**src/inc/hsr_pkg.sv**
```systemverilog
// package: constants and types for the humidity sensor serial readout
// What this block does
// - act only as bus slave; work at 100 kHz and 400 kHz bit rates
// - no lower limit on serial clock rate; 20 kHz is for test only
// - acknowledge only seven-bit address 0x44; ignore every other address
// - sample data on rising clock edge; driver holds data while clock high
// - direction bit after address: 1 reads sensor, 0 writes to sensor
// - each unit is eight bits then a response bit: 0 ack, 1 nack
// - sleep after reset; convert only on a measurement request
// - address with direction 0 wakes device and starts one measurement
// - humidity conversion, temperature conversion, correction, then update
// - results scaled to fourteen bits, sent most significant byte first
// - address with direction 1 is acked and result bytes follow
// - send bytes until master nacks; stopping after byte two is allowed
// - bytes one and two hold two status bits on top, then fourteen humidity bits
// - bytes three and four hold temperature on top; low two bits undefined
// - status 00 for unfetched results, 01 once already fetched
// - fetch before or during first measurement reports stale status
// - each conversion takes about 16.90 ms; correction adds 16 clock cycles
// - full result is four bytes; humidity bits 29..16, temperature 15..2
package hsr_pkg;
    // ------------------------------------------------------------------
    // bus constants
    // ------------------------------------------------------------------
    localparam logic [6:0] HSR_SLAVE_ADDR   = 7'h44;
    localparam logic [1:0] HSR_STAT_FRESH   = 2'h0;
    localparam logic [1:0] HSR_STAT_STALE   = 2'h1;
    localparam int         HSR_RESULT_BYTES = 4;
    // ------------------------------------------------------------------
    // timing
    // ------------------------------------------------------------------
    localparam int HSR_CLK_HZ        = 40_000_000;
    localparam int HSR_CONV_TIME_US  = 16_900;   // 16.90 ms per conversion
    localparam int HSR_CORR_CYCLES   = 16;       // correction phase length
    localparam int HSR_CONV_CYCLES   =
        (HSR_CONV_TIME_US / 1000) * (HSR_CLK_HZ / 1000)
        + ((HSR_CONV_TIME_US % 1000) * (HSR_CLK_HZ / 1000)) / 1000;
    // ------------------------------------------------------------------
    // types
    // ------------------------------------------------------------------
    typedef struct packed {
        logic [13:0] humidity;
        logic [13:0] temperature;
    } hsr_sample_t;

    typedef struct packed {
        logic in;   // synchronised line level
        logic out;  // level driven when enabled (always 0)
        logic oe;   // high while this block pulls the line low
    } hsr_pin_t;

    typedef enum logic [5:0] {
        HSR_BUS_IDLE = 6'h01,
        HSR_BUS_ADDR = 6'h02,
        HSR_BUS_AACK = 6'h04,
        HSR_BUS_WR   = 6'h08,
        HSR_BUS_RD   = 6'h10,
        HSR_BUS_MACK = 6'h20
    } hsr_bus_state_t;

    typedef enum logic [3:0] {
        HSR_M_SLEEP = 4'h1,
        HSR_M_HUM   = 4'h2,
        HSR_M_TEMP  = 4'h4,
        HSR_M_CORR  = 4'h8
    } hsr_meas_state_t;
endpackage : hsr_pkg

```
**src/core/hsr_readout.sv**
```systemverilog
// module: serial slave and measurement sequencer of the humidity sensor
`timescale 1ns/10ps
`default_nettype none
module hsr_readout
    import hsr_pkg::*;
#(
    parameter int CONV_CYCLES = HSR_CONV_CYCLES,
    parameter int CORR_CYCLES = HSR_CORR_CYCLES
) (
    input  wire logic        mclk,
    input  wire logic        nrst,
    input  wire logic        scl_in,
    output logic             scl_out,
    output logic             scl_oe,
    input  wire logic        sda_in,
    output logic             sda_out,
    output logic             sda_oe,
    input  wire logic [13:0] adc_humidity,
    input  wire logic [13:0] adc_temperature,
    output logic             meas_busy,
    output logic             awake
);
    // refuse counts that the sequencer timer cannot serve
    if (CONV_CYCLES < 1 || CORR_CYCLES < 1) begin : g_bad_counts
        $error("conversion counts must be at least one");
    end

    localparam int CW = $clog2(CONV_CYCLES + CORR_CYCLES + 1);

    // ------------------------------------------------------------------
    // line synchronisers
    // ------------------------------------------------------------------
    logic [1:0] scl_sync;
    logic [1:0] sda_sync;
    logic       scl_prev;
    logic       sda_prev;

    // two stages per line; only the second stage feeds any logic
    // reset to the idle high level so no false edge follows reset
    always_ff @(posedge mclk or negedge nrst) begin
        if (!nrst) begin
            scl_sync <= 2'h3;
            sda_sync <= 2'h3;
            scl_prev <= 1'b1;
            sda_prev <= 1'b1;
        end else begin
            scl_sync <= {scl_sync[0], scl_in};
            sda_sync <= {sda_sync[0], sda_in};
            scl_prev <= scl_sync[1];
            sda_prev <= sda_sync[1];
        end
    end

    logic scl_rise;
    logic scl_fall;
    logic start_seen;
    logic stop_seen;
    // edges show three clocks after the pin moves; each line phase must
    // last longer than that so driven data settles before the next rise
    // no lower clock rate limit: edges are found by sampling, any slow rate works
    assign scl_rise   = scl_sync[1] & ~scl_prev;
    assign scl_fall   = ~scl_sync[1] & scl_prev;
    // data moving while clock is high marks start or stop
    assign start_seen = scl_sync[1] & scl_prev & sda_prev & ~sda_sync[1];
    assign stop_seen  = scl_sync[1] & scl_prev & ~sda_prev & sda_sync[1];

    // slave only: the clock line is never driven
    // no clock stretching, so the master alone sets the bit rate
    assign scl_out = 1'b0;
    assign scl_oe  = 1'b0;
    assign sda_out = 1'b0;

    // ------------------------------------------------------------------
    // bus slave
    // ------------------------------------------------------------------
    hsr_bus_state_t bus_state;
    logic [7:0]     shreg;
    logic [3:0]     bit_cnt;
    logic [1:0]     byte_idx;
    logic           is_read;
    logic           meas_req;     // one-cycle pulse toward the sequencer
    logic           fetch_done;   // one-cycle pulse: read reached data
    logic           drive_low;
    logic [31:0]    result_word;
    logic [1:0]     status;
    hsr_sample_t    sample;
    logic [7:0]     next_byte;    // byte loaded after a master ack

    // status on top of humidity, then temperature, msb first, 2 pad bits
    assign result_word = {status, sample.humidity,
                          sample.temperature, 2'h0};

    function automatic logic [7:0] result_byte(input logic [31:0] w,
                                               input logic [1:0]  idx);
        result_byte = w[8'(31 - 8 * idx) -: 8];
    endfunction : result_byte

    // index wraps past byte four, so byte one follows byte four again
    assign next_byte = result_byte(result_word, byte_idx);

    // byte framing and acknowledge handling
    // start and stop win over every state, so a cut frame always ends
    always_ff @(posedge mclk or negedge nrst) begin
        if (!nrst) begin
            bus_state  <= HSR_BUS_IDLE;
            shreg      <= 8'h00;
            bit_cnt    <= 4'h0;
            byte_idx   <= 2'h0;
            is_read    <= 1'b0;
            drive_low  <= 1'b0;
            meas_req   <= 1'b0;
            fetch_done <= 1'b0;
        end else begin
            meas_req   <= 1'b0;
            fetch_done <= 1'b0;
            if (start_seen) begin
                bus_state <= HSR_BUS_ADDR;
                bit_cnt   <= 4'h0;
                drive_low <= 1'b0;
            end else if (stop_seen) begin
                bus_state <= HSR_BUS_IDLE;
                drive_low <= 1'b0;
            end else begin
                case (bus_state)
                    HSR_BUS_IDLE: begin
                        drive_low <= 1'b0;
                    end
                    HSR_BUS_ADDR: begin
                        if (scl_rise) begin
                            shreg   <= {shreg[6:0], sda_sync[1]};
                            bit_cnt <= bit_cnt + 4'h1;
                        end else if (scl_fall && bit_cnt == 4'h8) begin
                            if (shreg[7:1] == HSR_SLAVE_ADDR) begin
                                drive_low <= 1'b1;
                                is_read   <= shreg[0];
                                bus_state <= HSR_BUS_AACK;
                            end else begin
                                bus_state <= HSR_BUS_IDLE;
                            end
                        end
                    end
                    HSR_BUS_AACK: begin
                        if (scl_fall) begin                  // ack bit done
                            bit_cnt  <= 4'h0;
                            byte_idx <= 2'h0;
                            if (is_read) begin
                                shreg      <= result_byte(result_word, 2'h0);
                                drive_low  <= ~result_word[31];
                                fetch_done <= 1'b1;
                                bus_state  <= HSR_BUS_RD;
                            end else begin
                                drive_low <= 1'b0;
                                meas_req  <= 1'b1;
                                bus_state <= HSR_BUS_WR;
                            end
                        end
                    end
                    HSR_BUS_WR: begin
                        // written bytes are acked and thrown away
                        // the request fired already at the address ack
                        if (scl_rise) begin
                            bit_cnt <= bit_cnt + 4'h1;
                        end else if (scl_fall) begin
                            if (bit_cnt == 4'h8) begin
                                drive_low <= 1'b1;
                            end else if (bit_cnt == 4'h9) begin
                                drive_low <= 1'b0;
                                bit_cnt   <= 4'h0;
                            end
                        end
                    end
                    HSR_BUS_RD: begin
                        // shift out on falling edges, msb first
                        // each bit leaves three clocks after the line falls
                        if (scl_rise) begin
                            bit_cnt <= bit_cnt + 4'h1;
                        end else if (scl_fall) begin
                            if (bit_cnt == 4'h8) begin
                                drive_low <= 1'b0;           // release for ack
                                bus_state <= HSR_BUS_MACK;
                            end else begin
                                shreg     <= {shreg[6:0], 1'b0};
                                drive_low <= ~shreg[6];
                            end
                        end
                    end
                    HSR_BUS_MACK: begin
                        if (scl_rise) begin
                            if (sda_sync[1]) begin           // nack
                                bus_state <= HSR_BUS_IDLE;
                            end else begin                   // ack: next byte
                                byte_idx <= byte_idx + 2'h1;
                            end
                        end else if (scl_fall) begin
                            // load the byte chosen at the ack, msb out first
                            bit_cnt   <= 4'h0;
                            shreg     <= next_byte;
                            drive_low <= ~next_byte[7];
                            bus_state <= HSR_BUS_RD;
                        end
                    end
                    default: begin
                        bus_state <= HSR_BUS_IDLE;
                    end
                endcase
            end
        end
    end

    // pull the data line only; open-drain, never push high
    assign sda_oe = drive_low;

    // ------------------------------------------------------------------
    // measurement sequencer
    // ------------------------------------------------------------------
    hsr_meas_state_t meas_state;
    logic [CW-1:0]   tmr;
    logic [13:0]     hum_raw;
    logic [13:0]     tmp_raw;
    logic            result_update;

    // sleeps until a request; one cycle runs humidity, temperature, correction
    // the timer loads on entry to each phase and counts down to zero
    always_ff @(posedge mclk or negedge nrst) begin
        if (!nrst) begin
            meas_state    <= HSR_M_SLEEP;
            tmr           <= '0;
            hum_raw       <= 14'h0000;
            tmp_raw       <= 14'h0000;
            result_update <= 1'b0;
        end else begin
            result_update <= 1'b0;
            case (meas_state)
                HSR_M_SLEEP: begin
                    if (meas_req) begin
                        meas_state <= HSR_M_HUM;
                        tmr        <= CW'(CONV_CYCLES - 1);
                    end
                end
                HSR_M_HUM: begin
                    if (tmr == '0) begin
                        hum_raw    <= adc_humidity;
                        meas_state <= HSR_M_TEMP;
                        tmr        <= CW'(CONV_CYCLES - 1);
                    end else begin
                        tmr <= tmr - CW'(1);
                    end
                end
                HSR_M_TEMP: begin
                    if (tmr == '0) begin
                        tmp_raw    <= adc_temperature;
                        meas_state <= HSR_M_CORR;
                        tmr        <= CW'(CORR_CYCLES - 1);
                    end else begin
                        tmr <= tmr - CW'(1);
                    end
                end
                HSR_M_CORR: begin
                    if (tmr == '0) begin
                        result_update <= 1'b1;
                        meas_state    <= HSR_M_SLEEP;
                    end else begin
                        tmr <= tmr - CW'(1);
                    end
                end
                default: begin
                    meas_state <= HSR_M_SLEEP;
                end
            endcase
        end
    end

    // output register, written once at the end of correction; raw values
    // wait in holding registers so humidity and temperature change in the same cycle
    always_ff @(posedge mclk or negedge nrst) begin
        if (!nrst) begin
            sample <= '0;
        end else if (result_update) begin
            sample.humidity    <= hum_raw;
            sample.temperature <= tmp_raw;
        end
    end

    // freshness: stale from reset, fresh on update, stale once fetched;
    // a fetch that collides with an update leaves the new data fresh
    // byte one is loaded at the same edge, so it still shows the old code
    always_ff @(posedge mclk or negedge nrst) begin
        if (!nrst) begin
            status <= HSR_STAT_STALE;
        end else if (result_update) begin
            status <= HSR_STAT_FRESH;
        end else if (fetch_done) begin
            status <= HSR_STAT_STALE;
        end
    end

    // busy is decoded straight from the state register, no added delay
    // awake also covers a bus transaction, the view a power switch needs
    assign meas_busy = (meas_state != HSR_M_SLEEP);
    assign awake     = meas_busy | (bus_state != HSR_BUS_IDLE);
endmodule : hsr_readout
`default_nettype wire

```
**config.mk**
```make
export PLATFORM = sky130hd
export DESIGN_NAME = hsr_readout
export DESIGN_NICKNAME = d
export VERILOG_FILES = /design/src/inc/hsr_pkg.sv /design/src/core/hsr_readout.sv
export SDC_FILE = /design/constraint.sdc
export NUM_CORES = 1
export LEC_CHECK = 0
export ABC_AREA = 1
export BUFFER_PORTS_ARGS = -buffer_cell sky130_fd_sc_hd__buf_2
export CAP_MARGIN = 5
export CELL_PAD_IN_SITES_DETAIL_PLACEMENT = 1
export CELL_PAD_IN_SITES_GLOBAL_PLACEMENT = 1
export CORE_MARGIN = 2
export CORE_UTILIZATION = 49
export CTS_CLUSTER_DIAMETER = 100
export DETAILED_ROUTE_END_ITERATION = 10
export PLACE_DENSITY = 0.94
export SETUP_SLACK_MARGIN = 0.3
export SYNTH_ARGS = -nofsm -noshare
export SYNTH_HDL_FRONTEND = slang
export SYNTH_SLANG_ARGS = --single-unit
```
**constraint.sdc**
```tcl
create_clock -name mclk -period 4.9 [get_ports mclk]
set_input_delay 0.49 -clock mclk [delete_from_list [all_inputs] [get_ports mclk]]
set_output_delay 0.49 -clock mclk [all_outputs]
set_load 0.05 [all_outputs]
```
# --- Yosys cells after proc, flatten, opt, wreduce, memory -nomap -nowiden ---
# Cells that the tools add are included.
# Widths: inputs -> output; s select.
word_totals:
  register_bits: 113
  in_bits: 32
  out_inout_bits: 6
classes:
  addsub: 4
  eq_ne: 51
  n_shift: 1
  mux: 78
  n_bitwise: 18
  reduce_logical: 20
ops:
  columns: ["op", "n"]
  rows:
  - ["$mux 20", 4]
  - ["$pmux 20 s4", 1]
  - ["$mux 6", 11]
  - ["$mux 8", 8]
  - ["$ne 4x4->1 const B", 14]
  - ["$mux 4", 13]
  - ["$shiftx 39x9->8", 1]
  - ["$ne 2x2->1 const B", 16]
  - ["$pmux 4 s4", 2]
  - ["$pmux 8 s4", 1]
  - ["$pmux 6 s5", 1]
  - ["$mux 1", 28]
  - ["$logic_not 20->1", 1]
  - ["$sub 20x1->20 const B", 1]
  - ["$ne 5x5->1 const B", 3]
  - ["$eq 4x4->1 const B", 3]
  - ["$reduce_and 12->1", 1]
  - ["$reduce_and 6->1", 2]
  - ["$reduce_and 11->1", 1]
  - ["$mux 2", 5]
  - ["$not 1->1", 10]
  - ["$reduce_and 9->1", 1]
  - ["$reduce_bool 4->1", 2]
  - ["$reduce_bool 8->1", 1]
  - ["31 further kinds", 41]

# --- Depth between registers and ports, before layout ---
# Gate-level depths: netlist of the first run.
depth:
  word_depth: 8
  depth_mapped: 12
  ltp_nobuf: 12

# --- Least setup slack after synthesis of the first run ---
# Ideal clock, no wire load.
synth_path:
  kind: "register -> output"
  from: "register meas_state[0]"
  to: "output port awake"
  arrival_ns: 1.613
  required_time_ns: 4.410
  setup_slack_ns: 2.797
  stages_incl_launch_ff: 3
  cell_sequence: "dfstp_2 > nand3_1 > or2_2"
synth_between:
  elab_chain_cells: 2
synth_lines:
  columns: ["item", "line_no", "rtl"]
  rows:
  - ["from (decl)", "hsr_readout.sv:216", "hsr_meas_state_t meas_state;"]
  - ["from (signal assigned)", "hsr_readout.sv:226", "meas_state <= HSR_M_SLEEP;"]
  - ["from (signal assigned)", "hsr_readout.sv:236", "meas_state <= HSR_M_HUM;"]
  - ["from (signal assigned)", "hsr_readout.sv:243", "meas_state <= HSR_M_TEMP;"]
  - ["$ne 4x1->1", "hsr_readout.sv:299", "assign meas_busy = (meas_state != HSR_M_SLEEP);"]
  - ["net meas_busy", "hsr_readout.sv:20", "output logic meas_busy,"]
  - ["$or 1x1->1", "hsr_readout.sv:300", "assign awake = meas_busy | (bus_state != HSR_BUS_IDLE);"]
  - ["to (decl)", "hsr_readout.sv:21", "output logic awake"]
# The timed path passes the listed nets, and every way through them passes these cells.

# --- Final worst setup path of the first run ---
layout_path:
  from: "register tmr[9]"
  to: "register tmr[7]"
layout_between:
  elab_chain_cells: 3
  elab_cells_between_ends: 6
layout_lines:
  columns: ["item", "line_no", "rtl"]
  rows:
  - ["from (decl)", "hsr_readout.sv:217", "logic [CW-1:0] tmr;"]
  - ["from (signal assigned)", "hsr_readout.sv:237", "tmr <= CW'(CONV_CYCLES - 1);"]
  - ["from (signal assigned)", "hsr_readout.sv:244", "tmr <= CW'(CONV_CYCLES - 1);"]
  - ["from (signal assigned)", "hsr_readout.sv:246", "tmr <= tmr - CW'(1);"]
  - ["$logic_not 20->1 *", "hsr_readout.sv:241, hsr_readout.sv:250, hsr_readout.sv:259", null]
  - ["$mux 20, or another cell as far along", "hsr_readout.sv:250", "if (tmr == '0) begin"]
  - ["$pmux 20 s4 / $reduce_and 3->1 (equally long branches)", null, null]
# Every way passes the cells marked *; elsewhere a longest branch is shown, timed or not.
# A chain may end at the register's enable or synchronous reset.

==> reports/qor.txt, run 1 <==
Area Growth Syn to Fin: 9.79%
Tmin final: 2.52 ns
Critical Path Start Type: flop
Cell variety after synth: 41
Antenna Cells: 0
Total CTS buffers: 9
Status: complete, no violations
Worst-skew pair later-pin latency: 0.36 ns
Remaining DRCs: 0
RSZ-0062 raised after global routing: no
Setup_tns: 0 ns
GR Util All Layers: 28.3%
Clk sinks: 112
Final setup vio count: 0
Crit share post-route: 51.5%
Vias/cell: 5.61
Initial core utilization: 50.6%
Seq/Total Area, Yosys: 45.9%
Internal Power: 0.00139 W
Clock-pin slew on the worst setup and hold paths: 0.08 ns
Largest net degree at the start of global routing: 73
Fraction of layout cells with a size suffix above 1: 16.4%
Clock Skew: 0.0137 ns
Cell Pwr Density: 288 mW/mm^2
I/O Pins: 38
Core ar.: 0.0121 mm^2
#FFs+latches synth: 112
Fin. max-slew vios: 0
Max Fclk: 397 MHz
Vias in the first global route: 5884
GRT overflow: 0
Layout Nets: 858
Max-slew headroom: 36.9%
Crit path DAT: 2.80 ns
Resized cells post-CTS: 0
Worst path max stage delay: 0.76 ns
DRT iter0 DRCs: 330
Hold WC Path Type: in -> reg
Req. time, crit path: 5.18 ns
Net load switching power: 0.000550 W
Num rows: 40
Ys Warns: 0
Crit-path slowest cell: nand4_1
Post-CTS Setup Inserts: 0
Drt total wl: 17900 um
Worst-Margin Slew: 0.947 ns
ANT nets after route: 0
CTS Hold Bufs: 0
Tot Pwr: 0.00194 W
Final Hold Viols: 0
H-tree depth: 3
Combinational Power Share: 11.7%
WS Path Type: reg -> reg
Clock network fraction of design power: 37.7%
Vias: 5553
CTS tree: done
Die ar.: 0.0134 mm^2
First-pass GRT wire length: 29500 um
Max_cap viols: 0
Seq pwr share: 50.5%
Drt first pass iters: 5
Sw frac: 28.4%
Avg WL per Cell: 18.1 um
Clock root buffer: clkbuf_16
Leak Pwr: 3.39 nW
Synth Instances: 786
CP most frequent cell: nand2_1
Die width: 116 um
CTS Buffer Depth: 2
CP endpoint kind: flop
Number of port buffers: 34
CP cell instances: nor2_1 > nand2_1 > nor2_4 > nand4_1 > o21ai_0 > nand2_1 > a21oi_1
Maximum VDD drop: 0.188 mV
Gp weighted congestion: 0.955
Mean area per synthesized cell: 7.80 um^2
Die H: 116 um
Post-DP HPWL: 12900 um
Crit-path max FO: 20
Initial antenna violation count: 0
Mapped Area: 0.00613 mm^2
-- through the flow --
| stage | utilization (%) | hold WS (ns) | std cells | setup WS (ns) | instance area [um^2] |
|---|---|---|---|---|---|
| final | 55.6 | 0.225 | 990 | 2.38 | 6730 |
| after global routing | 55.6 | 0.214 | 990 | 2.19 | 6730 |
| after CTS | 55.6 | 0.218 | 990 | 2.38 | 6730 |
| after detailed placement | 53.2 | 0.347 | 975 | 2.42 | 6440 |
| after global placement | 53.2 | 0.347 | 975 | 2.67 | 6440 |
| after floorplan | - | 0.194 | 788 | 2.80 | 6140 |
-- state kept, by name, indices dropped and copies added (netlist names), 2 cells and up --
register     flops
bit_cnt          4
bus_state        6
byte_idx         2
hum_raw         14
meas_state       4
result_word     28
scl_sync         2
sda_sync         2
shreg            8
tmp_raw         14
tmr             20
-- worst paths after layout --
kind                                        from                          to  slack [ns]  depth (start not counted)
min reg2reg                scl_sync[0]$_DFF_PN1_       scl_sync[1]$_DFF_PN1_        0.36                          0
max                           tmr[9]$_DFFE_PN0P_          tmr[7]$_DFFE_PN0P_        2.38                          7
max reg2reg                   tmr[9]$_DFFE_PN0P_          tmr[7]$_DFFE_PN0P_        2.38                          7
min                                       sda_in       sda_sync[0]$_DFF_PN1_        0.22                          1
max in group asynchronous                   nrst  result_word[9]$_DFFE_PN0P_        3.53                          2
min in group asynchronous                   nrst          tmr[3]$_DFFE_PN0P_        0.28                          1
-- layout make-up --
type / instances / area [um^2]
sequential: 112 / 2810
tap: 168 / 210
inverter: 91 / 344
clock buffer: 10 / 239
timing repair buffer: 36 / 188
multi-input combinational: 568 / 2890
fill: 1543 / 5380
clock inverter: 5 / 50.0
-- routing by layer --
| metal | track usage, % | vias to the layer above | part of all wire (%) |
|---|---|---|---|
| met5 | 0 | - | 0 |
| met4 | 12.3 | 0 | 3.2 |
| met3 | 4.13 | 47 | 4.0 |
| met2 | 49.4 | 147 | 51 |
| met1 | 35.0 | 2791 | 42 |
| li1 | - | 2568 | - |
-- cell usage in the layout, fill, tap and decap left out, types with 2 or more instances in the layout --
master	instances
a21oi_1	19
buf_2	33
buf_4	3
clkbuf_16	9
clkinv_1	3
conb_1	3
dfrtp_1	103
dfstp_2	9
ha_1	8
inv_1	78
inv_2	9
inv_6	3
mux2_2	15
nand2_1	254
nand2_2	8
nand2_4	2
nand3_1	76
nand3_2	4
nand3_4	4
nand4_1	15
nor2_1	67
nor2_2	16
nor2_4	7
nor2_8	3
nor3_1	5
o211ai_1	5
o21ai_0	33
o21ai_1	5
o21ai_2	3
o21bai_1	2
o22ai_1	3
xnor2_1	2
xor2_1	2
-- logic make-up after synthesis --
group	count (synthesis)	share of synthesized area, %
and+or+nand+nor	466	35.5
AOI/OAI and AO/OA	72	6.51
DFF	112	45.9
other	1	0.0611
muxes	15	2.75
buffers and inverters	108	7.14
adders and majority gates	8	1.63
xor gates and xnor gates	4	0.571
-- worst max-delay path, delay by kind of cell (launching register included) --
kind / cells / cell delay (ns)
flops: 1 / 0.43
simple gates: 5 / 1.48
compound gates: 2 / 0.53
-- synthesized netlist by cell type --
| master | instances | area share, % |
|---|---|---|
| a21oi_1 | 19 | 1.6 |
| a21oi_2 | 1 | 0.14 |
| a22oi_1 | 1 | 0.12 |
| buf_2 | 3 | 0.24 |
| buf_4 | 5 | 0.61 |
| buf_6 | 1 | 0.18 |
| clkbuf_1 | 8 | 0.49 |
| clkinv_1 | 3 | 0.18 |
| conb_1 | 1 | 0.061 |
| dfrtp_1 | 103 | 42 |
| dfstp_2 | 9 | 3.9 |
| ha_1 | 8 | 1.6 |
| inv_1 | 78 | 4.8 |
| inv_2 | 9 | 0.55 |
| inv_4 | 1 | 0.10 |
| mux2_2 | 15 | 2.8 |
| nand2_1 | 254 | 16 |
| nand2_2 | 8 | 0.82 |
| nand2_4 | 2 | 0.37 |
| nand3_1 | 76 | 6.2 |
| nand3_2 | 4 | 0.65 |
| nand3_4 | 4 | 1.1 |
| nand3b_1 | 1 | 0.12 |
| nand4_1 | 15 | 1.5 |
| nand4_4 | 1 | 0.35 |
| nor2_1 | 67 | 4.1 |
| nor2_2 | 16 | 1.6 |
| nor2_4 | 7 | 1.3 |
| nor2_8 | 3 | 0.98 |
| nor3_1 | 5 | 0.41 |
| nor3b_1 | 1 | 0.12 |
| nor4_1 | 1 | 0.10 |
| o211ai_1 | 5 | 0.61 |
| o21ai_0 | 33 | 2.7 |
| o21ai_1 | 5 | 0.41 |
| o21ai_2 | 3 | 0.43 |
| o21bai_1 | 2 | 0.24 |
| o22ai_1 | 3 | 0.31 |
| or2_2 | 1 | 0.10 |
| xnor2_1 | 2 | 0.29 |
| xor2_1 | 2 | 0.29 |
-- power groups by stage --
stage | logic, W | clock network, W | registers, W
after CTS | 0.000229 | 0.000739 | 0.000979
after detailed placement | 0.000226 | 0 | 0.000997
after floorplan | 0.000150 | 0 | 0.000996
after global placement | 0.000216 | 0 | 0.000995
final | 0.000228 | 0.000732 | 0.000980
after global routing | 0.000254 | 0.000777 | 0.000983
Note: power is estimated with default switching activity, not from simulation.
==> run 2: changes to the inputs <==
- ABC_AREA: 1 -> 0
- CORE_UTILIZATION: 49 -> 44
- PLACE_DENSITY: 0.94 -> 0.85
- clock period: 4.9 -> 2.29 ns (I/O delays scaled with it)
==> run 2 against run 1 <==
Against the previous run: the flow now finishes with violations (negative setup slack); first-iteration DRC count up 53%; critical path depth unchanged; area after synthesis down 5.0%; synthesized cell count down 30%; sequential power up 110%; die area up 5.6%; highest routed layer unchanged.
==> reports/qor.txt, run 2 <==
Net load switching power: 0.00139 W
ANT nets after route: 0
Max_cap viols: 0
Area Growth Syn to Fin: 37.1%
Vias: 5435
Clock-pin slew on the worst setup and hold paths: 0.08 ns
Synth top area share: 44.2%
Drt total wl: 23300 um
Leak Pwr: 3.73 nW
Mapped Area: 0.00583 mm^2
First-pass GRT wire length: 30000 um
Layout Nets: 720
Worst path buffer plus inverter count: 1
Vias/cell: 6.31
Cell total after placement: 767
DP Area: 0.00641 mm^2
GR Util All Layers: 27.4%
Cell Pwr Density: 577 mW/mm^2
CP cell instances: nand2b_1 > nor3_2 > o21ai_4 > buf_6 > a2111oi_2 > xnor2_1 > o21ai_1
Hold WC Path Type: in -> reg
Max Fclk: 404 MHz
DRT iter0 DRCs: 505
Clk sinks: 112
CP delay by family, top: compound AO/OA/AOI/OAI gates
Most instantiated cells after synthesis: dfrtp_1 (103), nand2_1 (73), mux2_2 (46), nor2_1 (39), inv_1 (21)
Post-synth EDFFs: 0
Final non-filler cell total: 862
Seq/Total Area, Yosys: 48.3%
Gp weighted congestion: 0.926
CP endpoint kind: flop
Status: complete, but fails checks
Avg WL per Cell: 27.1 um
Num rows: 42
Mean area per synthesized cell: 10.6 um^2
Commonest non-fill, non-tap cell in the layout: dfrtp_1
FILL cells: 1322
Die ar.: 0.0142 mm^2
Max reg flops: 28
I/O Pins: 38
Internal Power: 0.00322 W
Ys Warns: 0
Worst-skew pair later-pin latency: 0.38 ns
Fraction of layout cells with a size suffix above 1: 47.4%
Worst path max stage delay: 0.58 ns
Prevailing post-synth register cell: dfrtp_1
CTS tree: done
Maximum VDD drop: 0.726 mV
Drt first pass iters: 5
Cell variety after synth: 83
Crit path DAT: 2.69 ns
Clock Skew: 0.0183 ns
Sw frac: 30.1%
RSZ-0062 raised after global routing: yes
Initial antenna violation count: 1
Synth top area cells: dfrtp_1 (44%), mux2_2 (8.9%), nand2_1 (4.7%), dfstp_2 (4.1%), nor2_1 (2.5%)
Clock root buffer: clkbuf_16
Failing checks: negative setup slack
Number of port buffers: 34
Seq pwr share: 45.5%
FFs w/ async S/R, synth: 100%
Largest net degree at the start of global routing: 92
Crit-path max FO: 7
Combinational Power Share: 19.1%
Worst setup margin: -0.182 ns
Initial core utilization: 44.5%
Tmin final: 2.47 ns
Dominant cell type by area after synthesis: dfrtp_1
Synth Instances: 549
Core ar.: 0.0131 mm^2
Total CTS buffers: 9
Max-slew headroom: 61.7%
Worst-Margin Slew: 0.574 ns
Crit share post-route: 108%
Most numerous cell in the Yosys netlist: dfrtp_1
Post-DP HPWL: 11200 um
Critical Path Start Type: flop
WS Path Type: reg -> reg
H-tree depth: 3
Die width: 119 um
CTS Buffer Depth: 2
Die H: 119 um
Vias in the first global route: 5496
Fin. max-slew vios: 0
Final setup vio count: 1
#FFs+latches synth: 112
Clock network fraction of design power: 35.4%
Crit-path slowest cell: dfrtp_1
Most frequent cells in the layout: dfrtp_1 (96), buf_4 (83), nand2_1 (64)
Final instance area: 0.00799 mm^2
Final Hold Viols: 0
Remaining DRCs: 0
GRT overflow: 0
Req. time, crit path: 2.51 ns
run 2: cell count changes in the layout (fill, tap and decap cells not counted), moves of 16 or more:
| cell | change |
|---|---|
| buf_6 | +18 |
| mux2_4 | +16 |
| buf_4 | +80 |
| nand2_1 | -190 |
| nand3_1 | -68 |
| o21ai_0 | -24 |
| nor2_1 | -34 |
| mux2_2 | +21 |
| inv_1 | -60 |
run 2: power by group through the flow:
stage	combinational, W	sequential (W)	clock [W]
2_1_floorplan	0.000365	0.00211	0
3_3_place_gp	0.000472	0.00213	0
3_5_place_dp	0.000493	0.00214	0
4_1_cts	0.000689	0.00208	0.00161
5_1_grt	0.000924	0.00210	0.00171
6_report	0.000879	0.00210	0.00163
run 2: cell families after synthesis:
| logic type | count (synthesis) | share of synthesized area, % |
|---|---|---|
| xor+xnor | 12 | 1.80 |
| compound gates | 102 | 13.7 |
| fa+ha+maj | 8 | 1.72 |
| simple gates | 202 | 18.6 |
| other cells | 1 | 0.0643 |
| flops | 112 | 48.3 |
| buf+inv | 49 | 3.84 |
| mux | 63 | 11.9 |
run 2: area by class of cell:
| cell class | count | area (um^2) | area share [%] |
|---|---|---|---|
| clock buffers | 10 | 239 | 2.99 |
| repair buffers | 144 | 1160 | 14.5 |
| flip-flops and latches | 112 | 2820 | 35.3 |
| clock inverters | 6 | 58.8 | 0.736 |
| multi-input cells | 390 | 3400 | 42.5 |
| well taps | 176 | 220 | 2.76 |
| diodes | 1 | 2.50 | 0.0313 |
| inverters | 23 | 93.8 | 1.17 |
run 2: path summary, 6_finish.rpt:
path                                           start                      to  slack (ns)  depth (start not counted)
setup / recovery           meas_state[3]$_DFFE_PN0P_      tmr[3]$_DFFE_PN0P_       -0.18                          7
hold / removal                       adc_humidity[3]  hum_raw[3]$_DFFE_PN0P_        0.05                          3
setup reg to reg           meas_state[3]$_DFFE_PN0P_      tmr[3]$_DFFE_PN0P_       -0.18                          7
hold reg to reg                sda_sync[0]$_DFF_PN1_   sda_sync[1]$_DFF_PN1_        0.36                          0
max in group asynchronous                       nrst      scl_prev$_DFF_PN1_        1.18                          3
min in group asynchronous                       nrst      tmr[9]$_DFFE_PN0P_        0.30                          2
run 2: stage by stage:
stage | setup WS (ns) | hold slack (ns) | power (W) | util [%] | setup TNS (ns)
after floorplan | 0.190 | -0.0666 | 0.00248 | - | 0
after global placement | 0.168 | 0.140 | 0.00260 | 49.0 | 0
after detailed placement | 0.0132 | 0.150 | 0.00263 | 49.0 | 0
after CTS | 0.200 | 0.0555 | 0.00438 | 55.6 | 0
after global routing | -0.177 | 0.0808 | 0.00474 | 61.0 | -0.233
final | -0.182 | 0.0506 | 0.00461 | 61.1 | -0.182
run 2: worst reg2reg max path: cells and delay by family, from the launching register on:
kind | cells | cell delay [ns]
AO/OA/AOI/OAI | 3 | 0.78
XOR/XNOR | 1 | 0.24
buffers and inverters | 1 | 0.18
flip-flops | 1 | 0.58
AND/OR/NAND/NOR | 2 | 0.53
run 2: per-layer routing:
| layer | global-route usage, % | up-vias | wire (um) |
|---|---|---|---|
| met1 | 32.0 | 2742 | 8900 |
| li1 | - | 2253 | - |
| met3 | 4.55 | 116 | 1480 |
| met2 | 48.1 | 324 | 11600 |
| met5 | 0 | - | 0 |
| met4 | 14.5 | 0 | 1340 |
run 2: what timing repair did:
item	4_1_cts	5_1_grt
hold buffers	3	0
gates cloned	0	3
endpoints found under the hold margin	21	0
buffers inserted	36	36
setup endpoints to repair	67	72
pin swaps	20	42
gates resized for setup	59	90
